`src/common/supply_monitor_pkg.sv`:
```
// constants, field layout and carrier types for the supply monitor control block
package supply_monitor_pkg;

	// bus geometry
	localparam int ADDR_W = 4;
	localparam int DATA_W = 8;

	// register offsets
	localparam logic [3:0] OFF_MONITOR_CONTROL = 4'h0;
	localparam logic [3:0] OFF_THRESHOLD = 4'h1;
	localparam logic [3:0] OFF_WARN_CONTROL = 4'h8;
	localparam logic [3:0] OFF_IRQ_CONTROL = 4'h9;
	localparam logic [3:0] OFF_IRQ_FLAGS = 4'hA;
	localparam logic [3:0] OFF_STATUS = 4'hB;
	localparam logic [3:0] OFF_PROTECT_KEY = 4'hF;

	// field positions
	localparam int POS_SLEEP = 0;
	localparam int POS_ACTIVE = 2;
	localparam int POS_SAMP_FREQ = 4;
	localparam int POS_IRQ_ENABLE = 0;
	localparam int POS_TRIGGER = 1;
	localparam int POS_FLAG = 0;
	localparam int POS_BELOW = 0;

	// reset values of software-owned fields
	localparam logic [1:0] RST_WARN_LEVEL = 2'h0;
	localparam logic [1:0] RST_TRIGGER = 2'h0;
	localparam logic RST_IRQ_ENABLE = 1'b0;

	// protection key and the number of cycles it keeps the sleep field open
	localparam logic [7:0] PROTECT_KEY_VALUE = 8'hD8;
	localparam logic [2:0] PROTECT_WINDOW_CYCLES = 3'h4;

	// monitor modes
	localparam logic [1:0] MODE_DISABLED = 2'h0;
	localparam logic [1:0] MODE_ENABLED = 2'h1;
	localparam logic [1:0] MODE_SAMPLED = 2'h2;
	localparam logic [1:0] MODE_ENABLED_HOLD = 2'h3;

	// trigger selections
	localparam logic [1:0] TRIG_FROM_ABOVE = 2'h0;
	localparam logic [1:0] TRIG_FROM_BELOW = 2'h1;
	localparam logic [1:0] TRIG_EITHER = 2'h2;

	// timing: clock period and the two sample periods
	localparam int CLK_PERIOD_NS = 100;
	localparam int SAMPLE_FAST_PERIOD_US = 1000;
	localparam int SAMPLE_SLOW_PERIOD_US = 8000;
	localparam int SAMPLE_FAST_CYCLES = SAMPLE_FAST_PERIOD_US * 1000 / CLK_PERIOD_NS;
	localparam int SAMPLE_SLOW_CYCLES = SAMPLE_SLOW_PERIOD_US * 1000 / CLK_PERIOD_NS;

	// non-volatile configuration word presented at reset
	typedef struct packed {
		logic samp_freq;
		logic [1:0] active;
		logic [1:0] sleep;
		logic [2:0] level;
	} fuse_cfg_s;

	// one register bus request
	typedef struct packed {
		logic [ADDR_W-1:0] addr;
		logic [DATA_W-1:0] wdata;
		logic wr;
		logic rd;
	} reg_req_s;

endpackage : supply_monitor_pkg

```
`src/rtl/monitor_sampler.sv`:
```
// periodic sample strobe generator for sampled monitor mode
`timescale 1ns/10ps
`default_nettype none

module monitor_sampler #(
	parameter int CNT_W = 17,
	parameter int FAST_CYCLES = supply_monitor_pkg::SAMPLE_FAST_CYCLES,
	parameter int SLOW_CYCLES = supply_monitor_pkg::SAMPLE_SLOW_CYCLES
) (
	input wire logic clk_sys,
	input wire logic sys_rst,
	input wire logic clk_en,
	input wire logic run,
	input wire logic slow,
	output logic tick
);

	logic [CNT_W-1:0] cnt_q;
	logic [CNT_W-1:0] reload;
	logic tick_q;

	assign reload = slow ? CNT_W'(SLOW_CYCLES - 1) : CNT_W'(FAST_CYCLES - 1);
	assign tick = tick_q;

	// count down while running; restart from a full period whenever stopped
	always_ff @(posedge clk_sys) begin
		if (sys_rst) begin
			cnt_q <= '0;
			tick_q <= 1'b0;
		end else if (clk_en) begin
			tick_q <= run && (cnt_q == '0);
			if (!run || cnt_q == '0) begin
				cnt_q <= reload;
			end else begin
				cnt_q <= cnt_q - CNT_W'(1);
			end
		end
	end

endmodule : monitor_sampler
`default_nettype wire

```
`src/rtl/supply_monitor_control.sv`:
```
// supply brownout monitor control with early-warning level monitor
`timescale 1ns/10ps
`default_nettype none
//
// What this block does
// reset loads sleep, active, sample frequency and level from configuration fuses
// threshold and active mode fixed, writes ignored
// sleep mode from fuse, software may overwrite
// enabled runs always, sampled runs once per period
// supply below threshold requests system reset
// warning threshold is percentage above brownout
// enable bit one switches early warning on
// trigger select picks fall, rise or both
// warning follows brownout mode, off when off
// enabling with either-direction select sets flag unless the monitor mode is disabled
// warning level comes from warn control register
// sampled mode: only trigger code one fires
// crossing sets flag; request while flag and enable
// deep sleep entry switches to sleep mode
// wake-up returns to active mode
// monitor runs on clk_sys with clk_en, not on a low-power clock of its own
// debug leaves monitoring; request withheld while halted
// trigger codes: above, below, either, rest reserved
// mode codes: off, on, sampled, on with hold
// level codes give five, fifteen, twenty-five percent
// sleep field writable only after protection key
// writing one clears flag, zero leaves it

module supply_monitor_control #(
	parameter int SAMPLE_FAST_CYCLES = supply_monitor_pkg::SAMPLE_FAST_CYCLES,
	parameter int SAMPLE_SLOW_CYCLES = supply_monitor_pkg::SAMPLE_SLOW_CYCLES
) (
	input wire logic clk_sys,
	input wire logic sys_rst,
	input wire logic clk_en,
	input wire supply_monitor_pkg::reg_req_s req,
	output logic [supply_monitor_pkg::DATA_W-1:0] rd_data,
	input wire supply_monitor_pkg::fuse_cfg_s fuse_cfg,
	input wire logic deep_sleep,
	input wire logic debug_halt,
	input wire logic below_brownout,
	input wire logic below_warn,
	input wire logic monitor_ready,
	output logic brownout_cmp_en,
	output logic warn_cmp_en,
	output logic [2:0] brownout_level,
	output logic [1:0] warn_level_select,
	output logic system_reset_req,
	output logic irq_req,
	output logic wake_hold
);

	////////////////////////////////////////////////////////////////////////////
	// configuration and control registers

	logic samp_freq_q;
	logic [1:0] active_q;
	logic [1:0] sleep_q;
	logic [2:0] level_q;
	logic [1:0] warn_level_q;
	logic [1:0] trigger_q;
	logic irq_enable_q;
	logic flag_q;
	logic below_q;
	logic prev_valid_q;
	logic system_reset_q;
	logic [2:0] key_cnt_q;
	logic [7:0] rd_data_q;

	logic wr_mon;
	logic wr_key;
	logic wr_irq_ctrl;
	logic clear_flag;
	logic [1:0] mode_eff;
	logic sample_tick;
	logic warn_sample;
	logic drop;
	logic recover;
	logic crossing;
	logic enable_edge;
	logic set_flag;

	assign wr_mon = req.wr && req.addr == supply_monitor_pkg::OFF_MONITOR_CONTROL;
	assign wr_key = req.wr && req.addr == supply_monitor_pkg::OFF_PROTECT_KEY;
	assign wr_irq_ctrl = req.wr && req.addr == supply_monitor_pkg::OFF_IRQ_CONTROL;
	assign clear_flag = req.wr && req.addr == supply_monitor_pkg::OFF_IRQ_FLAGS
		&& req.wdata[supply_monitor_pkg::POS_FLAG];

	// fuse-owned fields: loaded on every reset, never written by software
	always_ff @(posedge clk_sys) begin
		if (sys_rst) begin
			samp_freq_q <= fuse_cfg.samp_freq;
			active_q <= fuse_cfg.active;
			level_q <= fuse_cfg.level;
		end
	end

	// key window: a key write opens a short window, a monitor control write closes it
	always_ff @(posedge clk_sys) begin
		if (sys_rst) begin
			key_cnt_q <= 3'h0;
		end else if (clk_en) begin
			if (wr_key && req.wdata == supply_monitor_pkg::PROTECT_KEY_VALUE) begin
				key_cnt_q <= supply_monitor_pkg::PROTECT_WINDOW_CYCLES;
			end else if (wr_mon || key_cnt_q == 3'h0) begin
				key_cnt_q <= 3'h0;
			end else begin
				key_cnt_q <= key_cnt_q - 3'h1;
			end
		end
	end

	// sleep mode starts from the fuse, then only a protected write changes it
	always_ff @(posedge clk_sys) begin
		if (sys_rst) begin
			sleep_q <= fuse_cfg.sleep;
		end else if (clk_en && wr_mon && key_cnt_q != 3'h0) begin
			sleep_q <= req.wdata[supply_monitor_pkg::POS_SLEEP +: 2];
		end
	end

	// warning level and interrupt control, plain software fields
	always_ff @(posedge clk_sys) begin
		if (sys_rst) begin
			warn_level_q <= supply_monitor_pkg::RST_WARN_LEVEL;
			trigger_q <= supply_monitor_pkg::RST_TRIGGER;
			irq_enable_q <= supply_monitor_pkg::RST_IRQ_ENABLE;
		end else if (clk_en) begin
			if (req.wr && req.addr == supply_monitor_pkg::OFF_WARN_CONTROL) begin
				warn_level_q <= req.wdata[1:0];
			end
			if (wr_irq_ctrl) begin
				trigger_q <= req.wdata[supply_monitor_pkg::POS_TRIGGER +: 2];
				irq_enable_q <= req.wdata[supply_monitor_pkg::POS_IRQ_ENABLE];
			end
		end
	end

	////////////////////////////////////////////////////////////////////////////
	// mode selection and comparator enables

	// deep sleep uses the sleep field, otherwise the active field
	assign mode_eff = deep_sleep ? sleep_q : active_q;

	monitor_sampler #(
		.CNT_W(17),
		.FAST_CYCLES(SAMPLE_FAST_CYCLES),
		.SLOW_CYCLES(SAMPLE_SLOW_CYCLES)
	) u_sampler (
		.clk_sys(clk_sys),
		.sys_rst(sys_rst),
		.clk_en(clk_en),
		.run(mode_eff == supply_monitor_pkg::MODE_SAMPLED),
		.slow(samp_freq_q),
		.tick(sample_tick)
	);

	// reserved sleep code 3 is only legal for the active field; it reads as off in sleep
	always_comb begin
		unique case (mode_eff)
			supply_monitor_pkg::MODE_ENABLED: brownout_cmp_en = 1'b1;
			supply_monitor_pkg::MODE_SAMPLED: brownout_cmp_en = sample_tick;
			supply_monitor_pkg::MODE_ENABLED_HOLD: brownout_cmp_en = !deep_sleep;
			default: brownout_cmp_en = 1'b0;
		endcase
	end

	assign warn_cmp_en = brownout_cmp_en && irq_enable_q;
	assign warn_sample = warn_cmp_en && clk_en;
	assign brownout_level = level_q;
	assign warn_level_select = warn_level_q;
	// hold the wake-up while the active mode asks to wait for the comparator
	assign wake_hold = !deep_sleep && active_q == supply_monitor_pkg::MODE_ENABLED_HOLD
		&& !monitor_ready;

	// brownout reset request, taken from the comparator only while it runs
	always_ff @(posedge clk_sys) begin
		if (sys_rst) begin
			system_reset_q <= 1'b0;
		end else if (clk_en) begin
			system_reset_q <= brownout_cmp_en && below_brownout;
		end
	end
	assign system_reset_req = system_reset_q;

	////////////////////////////////////////////////////////////////////////////
	// warning crossing detection and flag

	// the previous level is forgotten while the brownout comparator is off outside sampled mode, so a stale value fakes no crossing
	always_ff @(posedge clk_sys) begin
		if (sys_rst) begin
			below_q <= 1'b0;
			prev_valid_q <= 1'b0;
		end else if (clk_en) begin
			if (warn_cmp_en) begin
				below_q <= below_warn;
				prev_valid_q <= 1'b1;
			end else if (brownout_cmp_en == 1'b0 && mode_eff != supply_monitor_pkg::MODE_SAMPLED) begin
				prev_valid_q <= 1'b0;
			end
		end
	end

	assign drop = prev_valid_q && !below_q && below_warn;
	assign recover = prev_valid_q && below_q && !below_warn;

	always_comb begin
		crossing = 1'b0;
		if (mode_eff == supply_monitor_pkg::MODE_SAMPLED) begin
			crossing = trigger_q == supply_monitor_pkg::TRIG_FROM_BELOW && drop;
		end else begin
			unique case (trigger_q)
				supply_monitor_pkg::TRIG_FROM_ABOVE: crossing = drop;
				supply_monitor_pkg::TRIG_FROM_BELOW: crossing = recover;
				supply_monitor_pkg::TRIG_EITHER: crossing = drop || recover;
				default: crossing = 1'b0;
			endcase
		end
	end

	// enabling with the either-direction select flags once unless the monitor mode is disabled
	assign enable_edge = wr_irq_ctrl && !irq_enable_q
		&& req.wdata[supply_monitor_pkg::POS_IRQ_ENABLE]
		&& req.wdata[supply_monitor_pkg::POS_TRIGGER +: 2] == supply_monitor_pkg::TRIG_EITHER
		&& mode_eff != supply_monitor_pkg::MODE_DISABLED;
	assign set_flag = (warn_sample && crossing) || (clk_en && enable_edge);

	// a set in the same cycle as a clear wins, so no event is lost
	always_ff @(posedge clk_sys) begin
		if (sys_rst) begin
			flag_q <= 1'b0;
		end else if (set_flag) begin
			flag_q <= 1'b1;
		end else if (clk_en && clear_flag) begin
			flag_q <= 1'b0;
		end
	end

	// request withheld while the core is halted; monitoring itself goes on
	assign irq_req = flag_q && irq_enable_q && !debug_halt;

	////////////////////////////////////////////////////////////////////////////
	// read port

	// read data stands in the cycle after the strobe only
	always_ff @(posedge clk_sys) begin
		if (sys_rst) begin
			rd_data_q <= 8'h00;
		end else if (clk_en) begin
			rd_data_q <= 8'h00;
			if (req.rd) begin
				unique case (req.addr)
					supply_monitor_pkg::OFF_MONITOR_CONTROL: rd_data_q <= {3'h0, samp_freq_q,
						active_q, sleep_q};
					supply_monitor_pkg::OFF_THRESHOLD: rd_data_q <= {5'h00, level_q};
					supply_monitor_pkg::OFF_WARN_CONTROL: rd_data_q <= {6'h00, warn_level_q};
					supply_monitor_pkg::OFF_IRQ_CONTROL: rd_data_q <= {5'h00, trigger_q, irq_enable_q};
					supply_monitor_pkg::OFF_IRQ_FLAGS: rd_data_q <= {7'h00, flag_q};
					supply_monitor_pkg::OFF_STATUS: rd_data_q <= {7'h00, below_q};
					default: rd_data_q <= 8'h00;
				endcase
			end
		end
	end
	assign rd_data = rd_data_q;

	////////////////////////////////////////////////////////////////////////////
	// assertions

	property p_fuse_load;
		@(posedge clk_sys) sys_rst |=> (level_q == $past(fuse_cfg.level)
			&& active_q == $past(fuse_cfg.active) && sleep_q == $past(fuse_cfg.sleep));
	endproperty
	a_fuse_load: assert property (p_fuse_load) else $error("fuse values not loaded");

	property p_fixed_fields;
		@(posedge clk_sys) disable iff (sys_rst) wr_mon |=> $stable(active_q) && $stable(level_q);
	endproperty
	a_fixed_fields: assert property (p_fixed_fields) else $error("fixed field changed");

	property p_sleep_protect;
		@(posedge clk_sys) disable iff (sys_rst)
			(wr_mon && key_cnt_q == 3'h0) |=> $stable(sleep_q);
	endproperty
	a_sleep_protect: assert property (p_sleep_protect) else $error("unprotected sleep write");

	property p_sleep_unlocked;
		@(posedge clk_sys) disable iff (sys_rst)
			(clk_en && wr_key && req.wdata == supply_monitor_pkg::PROTECT_KEY_VALUE)
			##1 !wr_mon ##1 (clk_en && wr_mon) |=> sleep_q == $past(req.wdata[1:0]);
	endproperty
	a_sleep_unlocked: assert property (p_sleep_unlocked) else $error("keyed write lost");

	property p_sampled_pulse;
		@(posedge clk_sys) disable iff (sys_rst)
			(clk_en && mode_eff == supply_monitor_pkg::MODE_SAMPLED && brownout_cmp_en)
			##1 (mode_eff == supply_monitor_pkg::MODE_SAMPLED) |-> !brownout_cmp_en;
	endproperty
	a_sampled_pulse: assert property (p_sampled_pulse) else $error("sample longer than one cycle");

	property p_brownout_reset;
		@(posedge clk_sys) disable iff (sys_rst)
			(clk_en && brownout_cmp_en && below_brownout) |=> system_reset_req;
	endproperty
	a_brownout_reset: assert property (p_brownout_reset) else $error("no reset on brownout");

	property p_warn_off;
		@(posedge clk_sys) disable iff (sys_rst)
			mode_eff == supply_monitor_pkg::MODE_DISABLED |-> !warn_cmp_en && !brownout_cmp_en;
	endproperty
	a_warn_off: assert property (p_warn_off) else $error("warning active while monitor off");

	property p_sampled_trigger;
		@(posedge clk_sys) disable iff (sys_rst)
			(mode_eff == supply_monitor_pkg::MODE_SAMPLED && !flag_q && !enable_edge
			&& trigger_q != supply_monitor_pkg::TRIG_FROM_BELOW) |=> !flag_q;
	endproperty
	a_sampled_trigger: assert property (p_sampled_trigger) else $error("sampled flag on wrong code");

	property p_irq_hold;
		@(posedge clk_sys) disable iff (sys_rst)
			(irq_req && !clear_flag && $stable(irq_enable_q)) ##1 (!debug_halt
			&& !$changed(irq_enable_q)) |-> irq_req;
	endproperty
	a_irq_hold: assert property (p_irq_hold) else $error("request dropped with flag set");

	property p_flag_clear;
		@(posedge clk_sys) disable iff (sys_rst)
			(clk_en && clear_flag && !set_flag) |=> !flag_q;
	endproperty
	a_flag_clear: assert property (p_flag_clear) else $error("flag not cleared");

	property p_debug_gate;
		@(posedge clk_sys) disable iff (sys_rst) debug_halt |-> !irq_req;
	endproperty
	a_debug_gate: assert property (p_debug_gate) else $error("request during debug halt");

	property p_sleep_entry;
		@(posedge clk_sys) disable iff (sys_rst)
			($rose(deep_sleep) && sleep_q == supply_monitor_pkg::MODE_DISABLED) |-> !brownout_cmp_en;
	endproperty
	a_sleep_entry: assert property (p_sleep_entry) else $error("sleep mode not applied");

	c_flag_set: cover property (@(posedge clk_sys) disable iff (sys_rst) $rose(flag_q));
	c_sampled_tick: cover property (@(posedge clk_sys) disable iff (sys_rst)
		mode_eff == supply_monitor_pkg::MODE_SAMPLED && sample_tick);
	c_keyed_write: cover property (@(posedge clk_sys) disable iff (sys_rst)
		wr_mon && key_cnt_q != 3'h0);
	c_reset_req: cover property (@(posedge clk_sys) disable iff (sys_rst) $rose(system_reset_req));

endmodule : supply_monitor_control
`default_nettype wire
```
`config.mk`:
```
export PLATFORM = sky130hd
export DESIGN_NAME = supply_monitor_control
export DESIGN_NICKNAME = d
export VERILOG_FILES = /design/src/common/supply_monitor_pkg.sv /design/src/rtl/monitor_sampler.sv /design/src/rtl/supply_monitor_control.sv
export SDC_FILE = /design/constraint.sdc
export NUM_CORES = 1
export LEC_CHECK = 0
export ABC_AREA = 1
export ABC_CLOCK_PERIOD_IN_PS = 2700
export BUFFER_PORTS_ARGS = -buffer_cell sky130_fd_sc_hd__buf_2
export CORE_MARGIN = 2
export CORE_UTILIZATION = 57
export DETAILED_ROUTE_END_ITERATION = 16
export PLACE_DENSITY = 0.82
export SLEW_MARGIN = 10
export SYNTH_ARGS = -nofsm -noshare
export SYNTH_HDL_FRONTEND = slang
export SYNTH_SLANG_ARGS = --single-unit
```
`constraint.sdc`:
```
create_clock -name clk_sys -period 2.7 [get_ports clk_sys]
set_input_delay 0.135 -clock clk_sys [delete_from_list [all_inputs] [get_ports clk_sys]]
set_output_delay 0.135 -clock clk_sys [all_outputs]
set_load 0.01 [all_outputs]
```
==> impl_metrics.ini, run 1 <==
[placed_design]
gp_congestion = 0.9200
io_buffers = 44
placedInstanceArea_um2 = 2709
dp_hpwl_um = 4385

[timing]
hold_viol = 0
timing.hold.ws_ps = 14.84
setup_viol = 0
fin_crit_sh = 0.5582
setup_tns_ps = 0
slew_viol_final = 0
period_needed_ps = 1507
rsz0062_at_grt = no
skew_ps = 5.476
max_freq_mhz = 663.5

[outcome]
run_status = finished clean

[clocking]
htreeDepth = 2
cts_tree = built
cts_buffers = 5
clock_sinks = 43
cts_root_buffer = clkbuf_8
cts_setup_buffers = 0
clk_latency_ps = 290
clock_path_buffers = 2
ctsResizeCount = 0
hold_buffers = 0
path_clk_slew_ps = 70

[hold_path]
hp-class = primary input to flip-flop

[floorplan]
num_rows = 23
die_y_um = 69.78
core_area_um2 = 4086
die_x_um = 69.78
dieArea_um2 = 4869
initial_core_util = 0.6035
pin_count = 48

[synth]
synth_area_um2 = 2466
yosys_warnings = 0
yosysSeqAreaShare = 0.3815
synth_edf_count = 8
synthArstFlopShare = 0
synthFlopType = dfxtp_1
synth-seq-cells = 43
synth_cell_type_count = 36
avgSynthCellArea_um2 = 7.087
synthCells = 348

[drt]
drt_pass1_iterations = 6
remaining_drc_errors = 0
routedWlPerCell_um = 13.28
drt-total-wl_um = 5869
dr_total_vias = 2380
drtIter0Drc = 228
ant_nets = 0
via_per_inst = 5.385

[power_and_ir_drop]
p_total_w = 0.001549
p_leak_nw = 1.216
peakVddDrop_v = 0.0003998
p_per_area_nw_per_um2 = 555.0

[grt]
grt_pass1_wl_um = 9791
grt_pass1_vias = 2171
track_usage = 0.2440
grt_max_degree = 32
antenna_found_initial = 0
grt_overflow_total = 0

[finish]
layout.nets = 425
area_growth_pct = 13.14
layout-drive-gt1-share = 0.2117
n_antenna_cell = 0
final_area_um2 = 2790

[critical_path]
start_kind = flip-flop
crit_path_end_kind = output pin
crit_type = flip-flop to output pin
crit_required_ps = 2570
crit_fanout = 3
crit_arrival_ps = 1370

[run]
drv_cap = 0
==> placed cells by master, fill, tap and decap left out, types with 2 or more instances in the layout <==
cell / netlist / final
xnor2_1: 4 / 4
a22oi_1: 2 / 2
nand2_4: 2 / 2
clkinv_2: 1 / 2
nand4_1: 6 / 6
a21oi_1: 27 / 27
buf_2: 2 / 44
nand3_1: 31 / 31
dfxtp_1: 35 / 35
xor2_1: 7 / 7
nand3b_1: 2 / 2
nand2_2: 6 / 6
nand2_1: 70 / 70
ha_1: 4 / 4
edfxtp_1: 8 / 8
o21ai_1: 3 / 3
nor2_4: 5 / 5
nor3_1: 5 / 5
nor2_1: 33 / 33
clkbuf_1: 6 / 2
inv_1: 40 / 40
conb_1: 1 / 3
nor3_2: 2 / 2
inv_2: 6 / 6
a211oi_1: 3 / 3
nor2_2: 7 / 7
o21ai_0: 19 / 19
clkbuf_8: 0 / 5
==> final cells by class <==
type	instances	area, um^2
multi-input cells	249	1300
inverters	47	177.7
well taps	50	62.56
repair buffers	45	227.7
flip-flops and latches	43	940.9
clock inverters	1	5.005
clock buffers	7	76.32
fillers	359	1296
==> through the flow <==
stage | utilization | setup WS [ps] | std cells
after floorplan | - | 1355 | 350
after global placement | 0.6629 | 1222 | 434
after detailed placement | 0.6629 | 1167 | 434
after CTS | 0.6828 | 1187 | 442
after global routing | 0.6828 | 1057 | 442
final | 0.6828 | 1193 | 442
==> layer usage <==
metal  routed length (um)  vias to the layer above  global-route usage
li1                     -                     1211                   -
met1                 2749                     1070              0.3433
met2                 2696                       92              0.3905
met3                  372                        7             0.04215
met4                   51                        0             0.05769
met5                    0                        -                   0
==> cell usage after synthesis, types with 6 or more instances <==
| cell | count | area share |
|---|---|---|
| edfxtp_1 | 8 | 0.097 |
| nand2_2 | 6 | 0.015 |
| inv_1 | 40 | 0.061 |
| dfxtp_1 | 35 | 0.28 |
| inv_2 | 6 | 0.0091 |
| nand4_1 | 6 | 0.015 |
| a21oi_1 | 27 | 0.055 |
| nor2_1 | 33 | 0.050 |
| nor2_2 | 7 | 0.018 |
| clkbuf_1 | 6 | 0.0091 |
| nand2_1 | 70 | 0.11 |
| o21ai_0 | 19 | 0.039 |
| xor2_1 | 7 | 0.025 |
| nand3_1 | 31 | 0.063 |
==> where the power goes <==
group          switching, W  total [W]  internal, W  leakage [nW]
logic              0.000250   0.000403     0.000154         0.809
clock network      0.000218   0.000399     0.000182        0.0422
registers         0.0000408   0.000746     0.000705         0.365
==> cell families (layout without fill, tap and decap cells) <==
kind of cell | Yosys count | after routing | synth area share
compound gates | 59 | 59 | 0.1299
fa+ha+maj | 4 | 4 | 0.02030
xor+xnor | 11 | 11 | 0.03907
buf+inv | 58 | 100 | 0.09436
other cells | 1 | 3 | 0.001521
flops | 43 | 43 | 0.3815
simple gates | 172 | 172 | 0.3333
==> flip-flops by register name, summed over array words and instances (netlist names) <==
register           flops
flag_q                 1
key_cnt_q              3
samp_freq_q            1
rd_data                5
system_reset_req       1
sleep_q                2
trigger_q              2
warn_level_select      2
brownout_level         3
irq_enable_q           1
active_q               2
u_sampler.cnt_q       17
prev_valid_q           1
below_q                1
u_sampler.tick         1
==> final timing paths <==
check	endpoint	from	slack, ps	cells after the start
setup / recovery	brownout_cmp_en	active_q[1]	1190	7
hold / removal	samp_freq_q	fuse_cfg[7]	10	1
setup reg to reg	u_sampler.cnt_q[6]	u_sampler.cnt_q[0]	1220	8
hold reg to reg	rd_data[1]	rd_data[1]	470	2
==> critical path, stage by stage, from the launching register on <==
cell and delay (ps):
edfxtp_1 440, nand2_1 100, nand2_1 80, inv_1 60, nand2_1 80, nand2_1 120
inv_1 60, buf_2 130
Power figures use the tool's default switching activity.
==> run 2, diff against run 1 <==
--- a/config.mk
+++ b/config.mk
@@ -6,12 +6,12 @@
 export NUM_CORES = 1
 export LEC_CHECK = 0
 export ABC_AREA = 1
-export ABC_CLOCK_PERIOD_IN_PS = 2700
+export ABC_CLOCK_PERIOD_IN_PS = 1300
 export BUFFER_PORTS_ARGS = -buffer_cell sky130_fd_sc_hd__buf_2
 export CORE_MARGIN = 2
-export CORE_UTILIZATION = 57
+export CORE_UTILIZATION = 50
 export DETAILED_ROUTE_END_ITERATION = 16
-export PLACE_DENSITY = 0.82
+export PLACE_DENSITY = 0.76
 export SLEW_MARGIN = 10
 export SYNTH_ARGS = -nofsm -noshare
 export SYNTH_HDL_FRONTEND = slang
==> constraint.sdc (replaced) <==
create_clock -name clk_sys -period 1.3 [get_ports clk_sys]
set_input_delay 0.065 -clock clk_sys [delete_from_list [all_inputs] [get_ports clk_sys]]
set_output_delay 0.065 -clock clk_sys [all_outputs]
set_load 0.01 [all_outputs]
==> run 2 against run 1 <==
Effect of this change:
- the run now ends with setup timing left
- clock power grew 110%
- cell count grew 14%
- sequential power grew 110%
- die area grew 13%
- highest routed layer unchanged
==> impl_metrics.ini, run 2 (synthesis results as in run 1) <==
[drt]
remaining_drc_errors = 0
drtIter0Drc = 338
drt-total-wl_um = 8355
dr_total_vias = 2836
drt_pass1_iterations = 5
ant_nets = 0
via_per_inst = 5.605
routedWlPerCell_um = 16.51

[critical_path]
critPathBufInv = 2
crit_arrival_ps = 1730
r2r_start = sleep_q[0]
start_kind = flip-flop
crit_required_ps = 1530
crit_fanout = 5
cp_num_cells = 9
reg2reg_depth = 9
cpMaxStageDelayCell = edfxtp_1
crit_type = flip-flop to flip-flop
r2r-end = u_sampler.cnt_q[10]
r2r_slack_ps = -200
crit_path_end_kind = flip-flop
slowest_delay_ps = 420
cpLargestDelayFamily = simple AND/OR/NAND/NOR gates
crit_path_end = u_sampler.cnt_q[10]
cp_cell_sequence = nand2_1 > nand2_1 > inv_2 > nand2_2 > clkinv_4 > nand3_4 > nand2_8 > nand2_2 > a21oi_2
crit_start = sleep_q[0]

[power_and_ir_drop]
p_per_area_nw_per_um2 = 1113
p_leak_nw = 1.511
peakVddDrop_v = 0.0007818

[clocking]
cts_root_buffer = clkbuf_8
cts_tree = built
clock_sinks = 43
htreeDepth = 2
cts_buffers = 5
clock_path_buffers = 2
path_clk_slew_ps = 80
clk_latency_ps = 300

[timing]
fin_crit_sh = 1.152
slew_headroom = 0.6628
tightest_slew_ps = 505.2
rsz0062_at_grt = yes
skew_ps = 4.135
worst_slack_ps = -197.6
period_needed_ps = 1498
setup_viol = 23
hold_viol = 0
slew_viol_final = 0
setup_tns_ps = -2695
max_freq_mhz = 667.7

[finish]
layout.nets = 472
final_common_cell = nand2_1
area_growth_pct = 43.33
fin_util = 0.7434
n_antenna_cell = 0
mostFrequentLayoutCells = 55 x nand2_1, 43 x buf_2, 38 x buf_4, 32 x inv_1
layout-drive-gt1-share = 0.4191
regMostFlops = u_sampler.cnt_q
largest_reg_flops = 17

[grt]
track_usage = 0.2776
top_usage_layer = met2
use_met3 = 0.05827
antenna_found_initial = 0
grt_pass1_vias = 2446
grt_overflow_total = 0
gr-usage-met1 = 0.3715
grt_pass1_wl_um = 11630
grt_use_met2 = 0.4593
grt_max_degree = 20

[hold_path]
hp-class = primary input to flip-flop

[floorplan]
core_area_um2 = 4755
num_rows = 25
dieArea_um2 = 5510
die_x_um = 74.23
pin_count = 48
die_y_um = 74.23
initial_core_util = 0.5187

[outcome]
run_status = finished with violations
violations = setup timing

[run]
drv_cap = 0

[placed_design]
dp_hpwl_um = 4859
io_buffers = 44
gp_congestion = 0.9149
[run 2: layer usage]
layer	up-vias	routed length (um)
met5	-	0
met4	0	215
met3	25	701
met2	172	4165
met1	1327	3273
li1	1312	-
[run 2: how the worst min path moves through the flow]
| stage | from | endpoint | depth (start not counted) |
|---|---|---|---|
| floorplan | fuse_cfg[5] | active_q[0] | 0 |
| global placement | fuse_cfg[6] | active_q[1] | 1 |
| detailed placement | fuse_cfg[2] | brownout_level[2] | 1 |
| CTS | below_brownout | system_reset_req | 3 |
| global route | below_brownout | system_reset_req | 3 |
| finish | below_brownout | system_reset_req | 3 |
[run 2: tightest hold or removal path, cell delays in order]
cell	delay, ps
buf_2	100
nand2_1	50
a21oi_1	50
[run 2: metrics by stage]
step	cell area, um^2	worst slack, ps	power [W]	cells	hold WS, ps
6_report	3535	-197.6	0.003932	506	7.203
5_1_grt	3535	-269.8	0.004105	506	38.11
4_1_cts	3281	-64.85	0.003615	500	8.947
3_5_place_dp	2938	-143.7	0.002557	478	243.4
3_3_place_gp	2938	-79.90	0.002507	478	241.3
2_1_floorplan	2479	15.03	0.002185	350	163.9
[run 2: layout make-up]
| cell class | instances | area [um^2] |
|---|---|---|
| fill | 358 | 1220 |
| multi-input combinational | 250 | 1620 |
| sequential | 43 | 950.9 |
| timing repair inverter | 1 | 8.758 |
| tap | 67 | 83.83 |
| clock inverter | 1 | 5.005 |
| clock buffer | 7 | 76.32 |
| inverter | 47 | 195.2 |
| timing repair buffer | 90 | 594.3 |
[run 2: what timing repair did]
| action | in CTS | in global routing |
|---|---|---|
| pin swaps | 23 | 23 |
| buffers inserted | 6 | 7 |
| gates cloned | 2 | 0 |
| endpoints found under the hold margin | 6 | 0 |
| endpoints found under the setup margin | 22 | 27 |
| gates resized for setup | 44 | 56 |
| hold buffers | 6 | 0 |
[run 2: power breakdown]
group	switching, W	internal [W]
sequential	0.0000922	0.00147
clock	0.000471	0.000378
combinational	0.000836	0.000681
total	0.00140	0.00253
